<file path="src/verilog/mbx_pkg.sv">
// Purpose : Shared constants and carriers of the reader/host mailbox.
// Assumes : One 100 MHz clock; reader frames arrive already decoded.
// Notes   : Overview list below.
//
// Overview of operation
// - Extended mode maps blocks FCh..FFh onto buffer.
// - Frames with reception errors are dropped silently.
// - Good mailbox write is acknowledged without host.
// - Only reader or host owns buffer at once.
// - Buffer kept while powered; cleared when field returns.
// - Write to FCh sets writing flag, rx start.
// - Write to FFh raises rx end, message waiting.
// - FFh before FCh is a protocol error.
// - Unread message: further reader writes get error.
// - Host reads from offset 10h, then clears buffer.
// - Read of FCh returns flags in fourth word.
// - Reader writes FFh after reading; tx end raised.
// - Before transmit FCh reads zero, host pending set.
// - Extended mode reads allowed only at block FCh.
// - Sixteen bytes in, twelve plus flags byte out.
// - Host update during reader write refused, access error.
// - Interleaved memory write succeeds, buffer is discarded.
// - Status flags are readable at any time.
// - Memory writes and mailbox accesses served without mode change.
// - Tunneling plus extended enabled means tunneling wins.
////////////////////////////////////////////////////////////////////////////////
package mbx_pkg;

  localparam logic [7:0] MBX_BLK_FIRST = 8'hFC;
  localparam logic [7:0] MBX_BLK_SECOND = 8'hFD;
  localparam logic [7:0] MBX_BLK_THIRD = 8'hFE;
  localparam logic [7:0] MBX_BLK_LAST = 8'hFF;

  // Register byte addresses on the host bus
  localparam logic [7:0] MBX_OFS_CTRL = 8'h00;
  localparam logic [7:0] MBX_OFS_STATUS = 8'h04;
  localparam logic [7:0] MBX_OFS_CMD = 8'h08;
  localparam logic [7:0] MBX_OFS_EVENT = 8'h0C;
  localparam logic [7:0] MBX_OFS_BUF0 = 8'h10;
  localparam logic [7:0] MBX_OFS_BUF3 = 8'h1C;

  // Control and command bits
  localparam int MBX_CTRL_EXT = 0;
  localparam int MBX_CTRL_TUN = 1;
  localparam int MBX_CMD_CLEAR = 0;
  localparam int MBX_CMD_TX = 1;
  localparam logic [1:0] MBX_CTRL_RST = 2'h0;

  // Flags byte, also the low byte of the status register
  localparam int MBX_FLG_OUT_READY = 0;
  localparam int MBX_FLG_HOST_PEND = 1;
  localparam int MBX_FLG_IN_WAIT = 2;
  localparam int MBX_FLG_RADIO_WR = 3;

  // Sticky event bits, write one to clear
  localparam int MBX_EV_RX_START = 0;
  localparam int MBX_EV_RX_END = 1;
  localparam int MBX_EV_TX_END = 2;
  localparam int MBX_EV_ACC_ERR = 3;
  localparam int MBX_EV_PROTO_ERR = 4;
  localparam int MBX_EV_W = 5;
  localparam logic [MBX_EV_W-1:0] MBX_EV_RST = 5'h00;

  localparam logic [1:0] MBX_RESP_OKAY = 2'h0;
  localparam logic [1:0] MBX_RESP_SLVERR = 2'h2;

  typedef enum logic [3:0] {
    MBX_ST_IDLE = 4'b0001,
    MBX_ST_RX   = 4'b0010,
    MBX_ST_FULL = 4'b0100,
    MBX_ST_TX   = 4'b1000
  } mbx_state_t;

  typedef enum logic [2:0] {
    MBX_RSP_SILENT = 3'h0,
    MBX_RSP_ACK    = 3'h1,
    MBX_RSP_ERROR  = 3'h2,
    MBX_RSP_DATA   = 3'h3,
    MBX_RSP_MEMORY = 3'h4
  } mbx_rsp_kind_t;

  typedef struct packed {
    logic        valid;
    logic        write;
    logic        rx_error;
    logic [7:0]  block;
    logic [31:0] data;
  } mbx_rf_cmd_t;

  typedef struct packed {
    logic          valid;
    mbx_rsp_kind_t kind;
    logic [127:0]  data;
  } mbx_rf_rsp_t;

endpackage

</file>
<file path="src/verilog/mbx_sync2.sv">
// Purpose : Two-stage level synchroniser.
// Assumes : Input is asynchronous to aclk.
// Notes   : First stage feeds only the second.
`timescale 1ns/100ps
`default_nettype none
module mbx_sync2 (
  input  wire logic aclk,
  input  wire logic aresetn,
  input  wire logic d_async,
  output logic      q
);
  logic meta_r;

  always_ff @(posedge aclk) begin
    if (!aresetn) begin
      meta_r <= 1'b0;
      q      <= 1'b0;
    end else begin
      meta_r <= d_async;
      q      <= meta_r;
    end
  end
endmodule
`default_nettype wire

</file>
<file path="src/verilog/mbx_axil_slave.sv">
// Purpose : AXI4-Lite slave front end giving one-cycle access strobes.
// Assumes : Decode and read data come back in the strobe cycle.
// Notes   : One write and one read in flight at most.
`timescale 1ns/100ps
`default_nettype none
module mbx_axil_slave
  import mbx_pkg::*;
(
  input  wire logic        aclk,
  input  wire logic        aresetn,
  input  wire logic [7:0]  awaddr,
  input  wire logic        awvalid,
  output logic             awready,
  input  wire logic [31:0] wdata,
  input  wire logic [3:0]  wstrb,
  input  wire logic        wvalid,
  output logic             wready,
  output logic [1:0]       bresp,
  output logic             bvalid,
  input  wire logic        bready,
  input  wire logic [7:0]  araddr,
  input  wire logic        arvalid,
  output logic             arready,
  output logic [31:0]      rdata,
  output logic [1:0]       rresp,
  output logic             rvalid,
  input  wire logic        rready,
  output logic             wr_stb,
  output logic [7:0]       wr_addr,
  output logic [31:0]      wr_data,
  output logic [3:0]       wr_strb,
  input  wire logic        wr_ok,
  output logic             rd_stb,
  input  wire logic [31:0] rd_data,
  input  wire logic        rd_ok
);
  typedef struct packed {
    logic        aw_h;
    logic        w_h;
    logic [7:0]  addr;
    logic [31:0] data;
    logic [3:0]  strb;
    logic        awready;
    logic        wready;
    logic        bvalid;
    logic [1:0]  bresp;
    logic        arready;
    logic        rvalid;
    logic [31:0] rdata;
    logic [1:0]  rresp;
  } mbx_axil_st_t;

  mbx_axil_st_t s_r, s_nxt;

  assign wr_stb  = s_r.aw_h & s_r.w_h & ~s_r.bvalid;
  assign wr_addr = s_r.addr;
  assign wr_data = s_r.data;
  assign wr_strb = s_r.strb;
  assign rd_stb  = arvalid & s_r.arready;

  always_comb begin
    s_nxt = s_r;
    if (awvalid && s_r.awready) begin
      s_nxt.aw_h = 1'b1;
      s_nxt.addr = awaddr;
    end
    if (wvalid && s_r.wready) begin
      s_nxt.w_h  = 1'b1;
      s_nxt.data = wdata;
      s_nxt.strb = wstrb;
    end
    if (wr_stb) begin
      s_nxt.aw_h   = 1'b0;
      s_nxt.w_h    = 1'b0;
      s_nxt.bvalid = 1'b1;
      s_nxt.bresp  = wr_ok ? MBX_RESP_OKAY : MBX_RESP_SLVERR;
    end else if (s_r.bvalid && bready) begin
      s_nxt.bvalid = 1'b0;
    end
    if (rd_stb) begin
      s_nxt.rvalid = 1'b1;
      s_nxt.rdata  = rd_data;
      s_nxt.rresp  = rd_ok ? MBX_RESP_OKAY : MBX_RESP_SLVERR;
    end else if (s_r.rvalid && rready) begin
      s_nxt.rvalid = 1'b0;
    end
    s_nxt.awready = ~s_nxt.aw_h & ~s_nxt.bvalid;
    s_nxt.wready  = ~s_nxt.w_h & ~s_nxt.bvalid;
    s_nxt.arready = ~s_nxt.rvalid;
  end

  always_ff @(posedge aclk) begin
    if (!aresetn) begin
      s_r <= '0;
    end else begin
      s_r <= s_nxt;
    end
  end

  assign awready = s_r.awready;
  assign wready  = s_r.wready;
  assign bvalid  = s_r.bvalid;
  assign bresp   = s_r.bresp;
  assign arready = s_r.arready;
  assign rvalid  = s_r.rvalid;
  assign rdata   = s_r.rdata;
  assign rresp   = s_r.rresp;
endmodule
`default_nettype wire

</file>
<file path="src/verilog/mbx_mailbox.sv">
// Purpose : Mailbox between a contactless reader and a host processor.
// Assumes : Reader frames are decoded upstream on aclk; field pin is async.
// Notes   : Host reaches control, status, events and buffer over AXI4-Lite.
`timescale 1ns/100ps
`default_nettype none
module mbx_mailbox
  import mbx_pkg::*;
(
  input  wire logic        aclk,
  input  wire logic        aresetn,
  input  wire logic [7:0]  s_axi_awaddr,
  input  wire logic        s_axi_awvalid,
  output logic             s_axi_awready,
  input  wire logic [31:0] s_axi_wdata,
  input  wire logic [3:0]  s_axi_wstrb,
  input  wire logic        s_axi_wvalid,
  output logic             s_axi_wready,
  output logic [1:0]       s_axi_bresp,
  output logic             s_axi_bvalid,
  input  wire logic        s_axi_bready,
  input  wire logic [7:0]  s_axi_araddr,
  input  wire logic        s_axi_arvalid,
  output logic             s_axi_arready,
  output logic [31:0]      s_axi_rdata,
  output logic [1:0]       s_axi_rresp,
  output logic             s_axi_rvalid,
  input  wire logic        s_axi_rready,
  input  wire mbx_rf_cmd_t rf_cmd,
  output mbx_rf_rsp_t      rf_rsp,
  input  wire logic        rf_field_pin
);
  ////////////////////////////////////////////////////////////////////////////////
  // State

  typedef struct packed {
    logic [3:0][31:0]     buf_w;
    mbx_state_t           phase;
    logic                 ext_mod;
    logic                 tun_mod;
    logic [MBX_EV_W-1:0]  events;
    logic                 field_prev;
    mbx_rf_rsp_t          rsp;
  } mbx_st_t;

  mbx_st_t s_r, s_nxt;

  logic        field_s;
  logic        wr_stb;
  logic [7:0]  wr_addr;
  logic [31:0] wr_data;
  logic [3:0]  wr_strb;
  logic        wr_ok;
  logic        rd_stb;
  logic [31:0] rd_data;
  logic        rd_ok;
  logic [7:0]  flags;
  logic        ext_active;
  logic        rd_buf;
  logic        wr_buf;

  ////////////////////////////////////////////////////////////////////////////////
  // Helpers

  function automatic logic [31:0] byte_merge(input logic [31:0] old_v,
                                             input logic [31:0] new_v,
                                             input logic [3:0]  strb);
    logic [31:0] r;
    r = old_v;
    for (int i = 0; i < 4; i++) begin
      if (strb[i]) begin
        r[8*i +: 8] = new_v[8*i +: 8];
      end
    end
    return r;
  endfunction

  function automatic logic is_buf_addr(input logic [7:0] a);
    return (a >= MBX_OFS_BUF0) && (a <= MBX_OFS_BUF3) && (a[1:0] == 2'b00);
  endfunction

  function automatic logic [1:0] buf_index(input logic [7:0] a);
    logic [7:0] d;
    d = a - MBX_OFS_BUF0;
    return d[3:2];
  endfunction

  ////////////////////////////////////////////////////////////////////////////////
  // Submodules

  mbx_sync2 u_field_sync (
    .aclk    (aclk),
    .aresetn (aresetn),
    .d_async (rf_field_pin),
    .q       (field_s)
  );

  mbx_axil_slave u_axil (
    .aclk    (aclk),
    .aresetn (aresetn),
    .awaddr  (s_axi_awaddr),
    .awvalid (s_axi_awvalid),
    .awready (s_axi_awready),
    .wdata   (s_axi_wdata),
    .wstrb   (s_axi_wstrb),
    .wvalid  (s_axi_wvalid),
    .wready  (s_axi_wready),
    .bresp   (s_axi_bresp),
    .bvalid  (s_axi_bvalid),
    .bready  (s_axi_bready),
    .araddr  (s_axi_araddr),
    .arvalid (s_axi_arvalid),
    .arready (s_axi_arready),
    .rdata   (s_axi_rdata),
    .rresp   (s_axi_rresp),
    .rvalid  (s_axi_rvalid),
    .rready  (s_axi_rready),
    .wr_stb  (wr_stb),
    .wr_addr (wr_addr),
    .wr_data (wr_data),
    .wr_strb (wr_strb),
    .wr_ok   (wr_ok),
    .rd_stb  (rd_stb),
    .rd_data (rd_data),
    .rd_ok   (rd_ok)
  );

  ////////////////////////////////////////////////////////////////////////////////
  // Flags and mode

  // Tunneling takes precedence, so the mailbox goes quiet
  assign ext_active = s_r.ext_mod & ~s_r.tun_mod;

  // Fixed flag layout
  always_comb begin
    flags = 8'h00;
    flags[MBX_FLG_OUT_READY] = (s_r.phase == MBX_ST_TX);
    // Host still owes outbound data until it transmits
    flags[MBX_FLG_HOST_PEND] = (s_r.phase != MBX_ST_TX);
    flags[MBX_FLG_IN_WAIT]   = (s_r.phase == MBX_ST_FULL);
    flags[MBX_FLG_RADIO_WR]  = (s_r.phase == MBX_ST_RX);
  end

  ////////////////////////////////////////////////////////////////////////////////
  // Host read decode

  assign rd_buf = is_buf_addr(s_axi_araddr);
  assign wr_buf = is_buf_addr(wr_addr);

  always_comb begin
    rd_data = 32'h0000_0000;
    rd_ok   = 1'b1;
    if (rd_buf) begin
      // Reader owns the buffer mid-message
      if (s_r.phase != MBX_ST_RX) begin
        rd_data = s_r.buf_w[buf_index(s_axi_araddr)];
      end
    end else begin
      unique case (s_axi_araddr)
        MBX_OFS_CTRL: begin
          rd_data[MBX_CTRL_EXT] = s_r.ext_mod;
          rd_data[MBX_CTRL_TUN] = s_r.tun_mod;
        end
        MBX_OFS_STATUS: rd_data = {24'h00_0000, flags};
        MBX_OFS_CMD:    rd_data = 32'h0000_0000;
        MBX_OFS_EVENT:  rd_data = {27'h000_0000, s_r.events};
        default:        rd_ok = 1'b0;
      endcase
    end
  end

  // Status takes writes and ignores them, so a sweep over the map sees no error
  always_comb begin
    wr_ok = wr_buf || (wr_addr == MBX_OFS_CTRL) || (wr_addr == MBX_OFS_CMD) ||
            (wr_addr == MBX_OFS_EVENT) || (wr_addr == MBX_OFS_STATUS);
  end

  ////////////////////////////////////////////////////////////////////////////////
  // Next state

  always_comb begin
    logic [MBX_EV_W-1:0] ev_set;
    logic [MBX_EV_W-1:0] ev_clr;
    logic                host_blocked;
    ev_set       = '0;
    ev_clr       = '0;
    host_blocked = (s_r.phase == MBX_ST_RX);
    s_nxt        = s_r;
    s_nxt.rsp.valid = 1'b0;
    s_nxt.field_prev = field_s;

    //////////////////////////////////////////////////////////////////////////
    // Host side
    if (rd_stb && rd_buf && host_blocked) begin
      ev_set[MBX_EV_ACC_ERR] = 1'b1;
    end

    if (wr_stb) begin
      if (wr_buf) begin
        if (host_blocked) begin
          ev_set[MBX_EV_ACC_ERR] = 1'b1;
        end else if (buf_index(wr_addr) != 2'd3) begin
          // Fourth word carries flags toward the reader, so it stays host read-only
          s_nxt.buf_w[buf_index(wr_addr)] =
            byte_merge(s_r.buf_w[buf_index(wr_addr)], wr_data, wr_strb);
        end
      end else begin
        unique case (wr_addr)
          MBX_OFS_CTRL: begin
            if (wr_strb[0]) begin
              s_nxt.ext_mod = wr_data[MBX_CTRL_EXT];
              s_nxt.tun_mod = wr_data[MBX_CTRL_TUN];
            end
          end
          MBX_OFS_CMD: begin
            if (wr_strb[0] && wr_data[MBX_CMD_CLEAR]) begin
              if (host_blocked) begin
                ev_set[MBX_EV_ACC_ERR] = 1'b1;
              end else begin
                // Drops the waiting message and reopens reception
                s_nxt.buf_w = '0;
                s_nxt.phase = MBX_ST_IDLE;
              end
            end else if (wr_strb[0] && wr_data[MBX_CMD_TX]) begin
              if (host_blocked || s_r.phase == MBX_ST_FULL) begin
                ev_set[MBX_EV_ACC_ERR] = 1'b1;
              end else begin
                s_nxt.phase = MBX_ST_TX;
              end
            end
          end
          MBX_OFS_EVENT: ev_clr = wr_data[MBX_EV_W-1:0];
          default: ;
        endcase
      end
    end

    //////////////////////////////////////////////////////////////////////////
    // Reader side
    // Evaluated after the host side: a frame in the same cycle as a host command
    // decides the phase, and the host sees the outcome on its next access
    if (rf_cmd.valid) begin
      s_nxt.rsp.valid = 1'b1;
      s_nxt.rsp.kind  = MBX_RSP_MEMORY;
      s_nxt.rsp.data  = '0;
      if (rf_cmd.rx_error) begin
        s_nxt.rsp.kind = MBX_RSP_SILENT;
      end else if (!ext_active) begin
        s_nxt.rsp.kind = MBX_RSP_MEMORY;
      end else if (!rf_cmd.write) begin
        if (rf_cmd.block == MBX_BLK_FIRST) begin
          s_nxt.rsp.kind = MBX_RSP_DATA;
          // Data only once transmitted, else zeros
          if (s_r.phase == MBX_ST_TX) begin
            s_nxt.rsp.data[127:32] = {s_r.buf_w[2], s_r.buf_w[1], s_r.buf_w[0]};
          end
          // Flags in the last byte of the fourth word
          s_nxt.rsp.data[31:0] = {24'h00_0000, flags};
        end else begin
          s_nxt.rsp.kind = MBX_RSP_ERROR;
          ev_set[MBX_EV_PROTO_ERR] = 1'b1;
        end
      end else if (rf_cmd.block < MBX_BLK_FIRST) begin
        // Memory write completes; half-received message is lost
        s_nxt.rsp.kind = MBX_RSP_MEMORY;
        if (s_r.phase == MBX_ST_RX) begin
          s_nxt.buf_w = '0;
          s_nxt.phase = MBX_ST_IDLE;
        end
      end else begin
        s_nxt.rsp.kind = MBX_RSP_ACK;
        unique case (s_r.phase)
          MBX_ST_IDLE, MBX_ST_RX: begin
            if (rf_cmd.block == MBX_BLK_FIRST) begin
              s_nxt.buf_w[0] = rf_cmd.data;
              s_nxt.phase    = MBX_ST_RX;
              ev_set[MBX_EV_RX_START] = 1'b1;
            end else if (s_r.phase == MBX_ST_IDLE) begin
              s_nxt.rsp.kind = MBX_RSP_ERROR;
              ev_set[MBX_EV_PROTO_ERR] = 1'b1;
            end else if (rf_cmd.block == MBX_BLK_LAST) begin
              s_nxt.buf_w[3] = rf_cmd.data;
              s_nxt.phase    = MBX_ST_FULL;
              ev_set[MBX_EV_RX_END] = 1'b1;
            end else if (rf_cmd.block == MBX_BLK_SECOND) begin
              s_nxt.buf_w[1] = rf_cmd.data;
            end else begin
              s_nxt.buf_w[2] = rf_cmd.data;
            end
          end
          MBX_ST_FULL: begin
            s_nxt.rsp.kind = MBX_RSP_ERROR;
            ev_set[MBX_EV_PROTO_ERR] = 1'b1;
          end
          MBX_ST_TX: begin
            if (rf_cmd.block == MBX_BLK_LAST) begin
              // Reader hands the buffer back
              s_nxt.buf_w = '0;
              s_nxt.phase = MBX_ST_IDLE;
              ev_set[MBX_EV_TX_END] = 1'b1;
            end else begin
              s_nxt.rsp.kind = MBX_RSP_ERROR;
              ev_set[MBX_EV_PROTO_ERR] = 1'b1;
            end
          end
          default: begin
            s_nxt.phase = MBX_ST_IDLE;
          end
        endcase
      end
    end

    //////////////////////////////////////////////////////////////////////////
    // Field returns after loss: buffer and handshake start over
    if (field_s && !s_r.field_prev) begin
      s_nxt.buf_w = '0;
      s_nxt.phase = MBX_ST_IDLE;
    end

    // A new event wins over a clear in the same cycle
    s_nxt.events = (s_r.events & ~ev_clr) | ev_set;
  end

  ////////////////////////////////////////////////////////////////////////////////
  // Registers

  // Field edge detector resets low: a field already present at release counts
  // as a return and clears the buffer once, harmless since it is empty then
  always_ff @(posedge aclk) begin
    if (!aresetn) begin
      s_r            <= '0;
      s_r.phase      <= MBX_ST_IDLE;
      s_r.ext_mod    <= MBX_CTRL_RST[MBX_CTRL_EXT];
      s_r.tun_mod    <= MBX_CTRL_RST[MBX_CTRL_TUN];
      s_r.events     <= MBX_EV_RST;
      s_r.rsp.kind   <= MBX_RSP_SILENT;
    end else begin
      s_r <= s_nxt;
    end
  end

  assign rf_rsp = s_r.rsp;
endmodule
`default_nettype wire

</file>
<file path="config.mk">
export PLATFORM = sky130hd
export DESIGN_NAME = mbx_mailbox
export DESIGN_NICKNAME = d
export VERILOG_FILES = /design/src/verilog/mbx_pkg.sv /design/src/verilog/mbx_sync2.sv /design/src/verilog/mbx_axil_slave.sv /design/src/verilog/mbx_mailbox.sv
export SDC_FILE = /design/constraint.sdc
export NUM_CORES = 1
export LEC_CHECK = 0
export ABC_AREA = 1
export BUFFER_PORTS_ARGS = -buffer_cell sky130_fd_sc_hd__buf_2
export CORE_MARGIN = 5
export CORE_UTILIZATION = 44
export DETAILED_ROUTE_END_ITERATION = 10
export HOLD_SLACK_MARGIN = 0.03
export SLEW_MARGIN = 25
export SYNTH_ARGS = -nofsm -noshare
export SYNTH_HDL_FRONTEND = slang
export SYNTH_SLANG_ARGS = --single-unit
</file>
<file path="constraint.sdc">
create_clock -name aclk -period 2.25 [get_ports aclk]
set_clock_uncertainty 0.15 [all_clocks]
set_input_delay 0.1125 -clock aclk [delete_from_list [all_inputs] [get_ports aclk]]
set_output_delay 0.1125 -clock aclk [all_outputs]
set_load 0.005 [all_outputs]
</file>
# After elaboration in Yosys (flattened, before gate mapping)
# Cells that the tools add are included.
# W data, S select, Z words.
# totals
reg_bits,361
inputBits,103
output_inout_bits,173
wordCells,219
# op_classes
addsub,2
n_reduce_logical,28
eq_ne,16
bitwise,17
muxes,121
order_cmp,8
# ops
op,n
$mux W132,10
$mux W128,8
$mux W32,9
$mux W96,3
$pmux W128 S2,1
$mux W8,20
$mux W134,1
$bmux W32 S2,2
$bwmux W128,1
$demux W32 S2,1
$mux W64,1
$eq A8 B4 Y1 const B,4
$mux W1,31
$mux W3,9
$eq A8 B8 Y1 const B,3
$mux W4,6
$mux W2,9
$eq A8 B3 Y1 const B,2
$ge A8 B5 Y1 const B,2
$le A8 B5 Y1 const B,2
$logic_not A8 Y1,2
$mux W5,3
$logic_and A1 B1 Y1,14
$pmux W2 S3,2
other kinds (26),46

# Longest topological paths before layout
# depth
word_depth,23
mapped_depth,14
mapped_depth_nobuf,12

# Cells and area by module
# From an unflattened synthesis, not the netlist that was laid out.
# hier_totals
cells_unflattened,2730
hier_area_um2,18158.7
# modules_own_cells
mod,area_per_inst_um2,cells_per_inst,n_inst,seq_area_each_um2
mbx_mailbox,14569.0,2274,1,4884.7
mbx_axil_slave,3534.6,450,1,1701.6
mbx_sync2,55.1,6,1,40.0

# Least setup slack after synthesis
# No wires, ideal clock.
# synth_path
path_type,register -> register
start,register u_axil.s_r (netlist bit u_axil.wr_addr[2])
end,register s_r[236] (netlist bit)
stages_incl_launch_ff,13
setup_time_ps,132
period_less_slack_ps,1791
n_path_buf,2
required_ps,1968
slack_ps,459
t_arrival_ps,1509
path_cell_list,dfxtp_1 buf_2 inv_2 nand2_2 nor2_2 nand4_2 nand2_1 nand2_2 buf_4 nand2_1 nand2_1 nand2_1 a21oi_1
# synth_between
elab_chain_cells,23
word_cells_on_any_way,37
classes_between,add/sub: 1; order compare: 4; eq/ne: 2; mux: 27; reduce/logical: 3
# synth_lines
item,line,source
"start, declared",mbx_axil_slave.sv:53,"mbx_axil_st_t s_r, s_nxt;"
"start signal, assigned",mbx_axil_slave.sv:96,s_r <= s_nxt;
$sub A4 B1 Y4,mbx_mailbox.sv:83,d = a - MBX_OFS_BUF0;
$bmux W32 S2,mbx_mailbox.sv:204,"byte_merge(s_r.buf_w[buf_index(wr_addr)], wr_data, wr_strb);"
$mux W32 (implied by the code),mbx_mailbox.sv:204,
$mux W8,mbx_mailbox.sv:70,if (strb[i]) begin
$mux W8,mbx_mailbox.sv:201,end else if (buf_index(wr_addr) != 2'd3) begin
$mux W8,mbx_mailbox.sv:199,if (host_blocked) begin
$mux W8,mbx_mailbox.sv:198,if (wr_buf) begin
$mux W8,mbx_mailbox.sv:197,if (wr_stb) begin
[... 7 more ...],n/a,
$mux W96,mbx_mailbox.sv:277,end else if (s_r.phase == MBX_ST_IDLE) begin
$mux W96,mbx_mailbox.sv:273,if (rf_cmd.block == MBX_BLK_FIRST) begin
$pmux W128 S2,mbx_mailbox.sv:271,unique case (s_r.phase)
$mux W132,mbx_mailbox.sv:262,end else if (rf_cmd.block < MBX_BLK_FIRST) begin
$mux W132,mbx_mailbox.sv:249,end else if (!rf_cmd.write) begin
$mux W132,mbx_mailbox.sv:247,end else if (!ext_active) begin
$mux W132,mbx_mailbox.sv:245,if (rf_cmd.rx_error) begin
$mux W132 (*),mbx_mailbox.sv:241,if (rf_cmd.valid) begin
"end signal, assigned",mbx_mailbox.sv:337,s_r <= s_nxt;
"end, declared",mbx_mailbox.sv:45,"mbx_st_t s_r, s_nxt;"
# Mark *: on every way between the ends. The rest lies on a longest branch, timed or not. The select of a mux whose other input is x is not followed.
# A chain may end at the register's enable or synchronous reset.

# Final worst setup path
# layout_path
start,register s_r[141] (netlist bit)
end,register s_r[212] (netlist bit)
# layout_between
elab_chain_cells,16
word_cells_on_any_way,22
classes_between,eq/ne: 3; mux: 18; reduce/logical: 1
# layout_lines
item,line,source
$eq A4 B2 Y1,"mbx_mailbox.sv:186, mbx_mailbox.sv:265, mbx_mailbox.sv:271",
$mux W132,mbx_mailbox.sv:216,if (host_blocked) begin
$mux W128,mbx_mailbox.sv:215,if (wr_strb[0] && wr_data[MBX_CMD_CLEAR]) begin
$mux W132,mbx_mailbox.sv:207,unique case (wr_addr)
$mux W128,mbx_mailbox.sv:198,
$mux W134,mbx_mailbox.sv:197,
$mux W32,mbx_mailbox.sv:284,end else if (rf_cmd.block == MBX_BLK_SECOND) begin
$mux W64,mbx_mailbox.sv:280,end else if (rf_cmd.block == MBX_BLK_LAST) begin
$mux W96,mbx_mailbox.sv:277,
$mux W96,mbx_mailbox.sv:273,
$pmux W128 S2,mbx_mailbox.sv:271,
$mux W132,mbx_mailbox.sv:262,
$mux W132,mbx_mailbox.sv:249,
$mux W132,mbx_mailbox.sv:247,
$mux W132,mbx_mailbox.sv:245,
$mux W132 (*),mbx_mailbox.sv:241,
# Mark *: on every way between the ends. The rest lies on a longest branch, timed or not.

==> impl_results.rst <==
.. list-table::
   :header-rows: 1

   * - Metric
     - Value
   * - Run status
     - finished, violations left
   * - Failing checks
     - hold timing
   * - Average instance area after synthesis
     - 6.456 um2
   * - Post-route clock period utilization
     - 96.89%
   * - Sequential-to-total area share from yosys stat
     - 36.40%
   * - Final setup vio count
     - 0
   * - Maximum number of pins on one net before global-route repair
     - 142
   * - Number of vias per cell after detailed routing
     - 5.519
   * - CP Capture Type
     - register
   * - Hold Violations, Final
     - 2
   * - Crit Path Category
     - register to register
   * - First-pass GRT wire length
     - 113200 um
   * - Remaining antenna violation count after routing
     - 0
   * - Gr ovfl total
     - 0
   * - Placed wire-length estimate after detailed placement
     - 54180 um
   * - Data required time of the critical path
     - 2.54 ns
   * - Sequential standard cell area
     - 0.006628 mm2
   * - GRT Util Overall
     - 32.13%
   * - Number of rows in the core area
     - 74
   * - Leakage power of the design
     - 9.603 nW
   * - Maximum Capacitance Violations
     - 0
   * - Clock tree from TritonCTS
     - built
   * - Synth Instances
     - 2820
   * - Number of iterations in the first detailed-routing pass
     - 5
   * - Startpoint class of the critical path
     - register
   * - Worst min-delay path category
     - input port to register
   * - Area of the core
     - 0.04092 mm2
   * - Initial drt markers
     - 2098
   * - Final Max Slew Viols
     - 0
   * - Warnings from Yosys
     - 0
   * - Power density cells
     - 644.0 mW/mm2
   * - Arrival time of the worst setup path
     - 2.47 ns
   * - Overall via count from detail_route
     - 20.03k
   * - Post-synth design cell area
     - 0.01820 mm2
   * - Average routed wire per standard cell
     - 20.98 um
   * - Yosys cell types
     - 46
   * - Post-route DRC
     - 0
   * - Y dimension of the die
     - 213.4 um
   * - Filler instances
     - 4100
   * - Maximum vdd drop
     - 0.6305 mV
   * - Number of top-level design ports
     - 276
   * - Fraction of final layout cells with drive strength greater than 1
     - 17.31%
   * - Initial core utilization
     - 44.48%
   * - Later-pin clock latency in the skew report
     - 0.57 ns
   * - Hold_ws
     - -0.02286 ns
   * - X dimension of the die
     - 213.4 um
   * - Quantity of I/O buffers inserted on ports
     - 245
   * - RSZ-0062 raised after global routing
     - false
   * - Total number of clock tree sinks
     - 331
   * - Number of storage elements in the synthesis netlist
     - 331
   * - Number of antenna violations at the first check in global routing
     - 0
   * - Vias in the first global route
     - 18.83k
   * - Post-layout net count
     - 3171
   * - Number of buffers created by CTS
     - 40
   * - CTS max path bufs
     - 3
   * - RD Place Congestion
     - 1.004
   * - Clock Pin Slew Worst Setup and Hold Paths
     - 0.06 ns
   * - Peak Freq
     - 458.7 MHz
   * - Floorplan die area
     - 0.04554 mm2
   * - Setup TNS
     - 0 ns
   * - Transition at the pin with the smallest max-transition slack
     - 0.7268 ns
   * - Routed Wire Length
     - 76150 um
   * - Max-slew headroom
     - 51.48%
   * - Highest fanout seen on the critical path
     - 13
   * - Multi-input gate area
     - 0.009304 mm2
   * - CTS HTree Levels
     - 2
   * - Area added between synthesis and finish
     - 21.64%
   * - Post-layout min period
     - 2.180 ns
   * - Clk Tree Root Cell
     - sky130_fd_sc_hd__clkbuf_16
   * - Number of buffers inserted to repair setup after CTS
     - 0
## Yosys cell counts (all sizes together)
master,n,area [um2]
o21a,1,7.510
o22ai,2,12.51
o21ai,122,614.3
nand2,944,3633
and3,3,18.77
nor3,9,86.34
a31oi,2,12.51
a22oi,41,307.8
clkinv,3,11.26
clkbuf,85,320.3
nand3,208,1109
dfxtp,331,6626
a21boi,6,45.04
buf,237,1639
or2,6,37.54
o211ai,3,22.52
nor4,5,46.29
o2111ai,3,26.28
a41oi,2,17.52
o221ai,4,35.03
a21oi,298,1503
inv,120,455.4
conb,1,3.750
nand3b,2,15.01
nand4,29,187.7
nor2,353,1411
## worst max-delay path, cell delays in order (launching register included)
cell and delay [ns]:
sky130_fd_sc_hd__dfxtp_1 0.47, sky130_fd_sc_hd__nor2_2 0.09, sky130_fd_sc_hd__nand2_4 0.14, sky130_fd_sc_hd__buf_4 0.19
sky130_fd_sc_hd__nand3_2 0.09, sky130_fd_sc_hd__buf_4 0.20, sky130_fd_sc_hd__o21ai_0 0.43, sky130_fd_sc_hd__nand2_1 0.14
sky130_fd_sc_hd__nand2_1 0.09, sky130_fd_sc_hd__a21oi_1 0.06
## timing repair
action	in CTS	in global routing
resized for setup	0	9
endpoints found under the hold margin	192	3
hold buffers	111	1
endpoints found under the setup margin	0	19
## cell usage in the layout, fill, tap and decap left out, types with 104 or more instances in the layout
master	n
sky130_fd_sc_hd__inv_1	104
sky130_fd_sc_hd__buf_4	118
sky130_fd_sc_hd__nand3_1	199
sky130_fd_sc_hd__dfxtp_1	330
sky130_fd_sc_hd__nand2_1	925
sky130_fd_sc_hd__nor2_1	333
sky130_fd_sc_hd__buf_2	245
sky130_fd_sc_hd__o21ai_0	119
sky130_fd_sc_hd__dlygate4sd3_1	110
sky130_fd_sc_hd__a21oi_1	297
## cell families after synthesis
kind of cell	Yosys count	share of synthesized area, %
compound gates	484	14.30
buf+inv	445	13.33
flops	331	36.40
other cells	1	0.02060
simple gates	1559	35.95
## power breakdown
group	leakage [nW]	internal (mW)	switching (mW)
logic	6.25	0.512	0.954
clock network	0.681	4.13	2.66
registers	2.68	5.94	0.0611
## worst paths after layout
check,from,end,slack (ns),cells after the start
max,s_r[141]$_SDFF_PP0_,s_r[212]$_SDFF_PP0_,0.07,9
min,s_axi_araddr[7],u_axil.rdata[2]$_SDFFE_PN0P_,-0.02,6
max reg2reg,s_r[141]$_SDFF_PP0_,s_r[212]$_SDFF_PP0_,0.07,9
min reg2reg,u_field_sync.meta_r$_SDFF_PN0_,u_field_sync.q$_SDFF_PN0_,0.27,2
## per-stage QoR
stage / instances / cell area [um2] / power, mW / worst slack (ns) / utilization [%]
floorplan: 2849 / 18310 / 6.844 / 0.4592 / -
global placement: 3448 / 19660 / 7.394 / 0.1136 / 48.04
detailed placement: 3448 / 19660 / 7.403 / 0.1174 / 48.04
CTS: 3629 / 22130 / 14.31 / 0.05464 / 54.07
global route: 3628 / 22140 / 14.72 / 0.008213 / 54.10
finish: 3629 / 22140 / 14.26 / 0.06987 / 54.11
## area by class of cell
cell class                      instances  area share, %
Antenna cell                            1        0.01130
Clock buffer                           53          5.153
Clock inverter                         17         0.9775
Inverter                              123          2.125
Multi-Input combinational cell       2073          42.02
Sequential cell                       331          29.93
Tap cell                              532          3.006
Timing Repair Buffer                  499          16.78
## registers in the layout (all words and copies together), names as in the netlist
signal               cells
u_axil.awready           1
u_field_sync.q           1
u_axil.rresp             1
rf_rsp                 104
u_axil.wr_addr           8
u_axil.wready            1
s_r                    140
u_axil.wr_strb           4
u_axil.wr_data          32
u_axil.rdata            32
u_axil.bresp             1
u_axil.arready           1
u_field_sync.meta_r      1
u_axil.rvalid            1
u_axil.s_r               2
u_axil.bvalid            1
## layer usage
layer / vias to the layer above / GRT usage [%] / share of wire [%]
li1: 9425 / - / -
met1: 9350 / 44.17 / 42
met2: 1070 / 51.03 / 45
met3: 184 / 5.472 / 9.3
met4: 0 / 12.00 / 4.0
met5: - / 0 / 0
(Power assumes the default switching activity.)
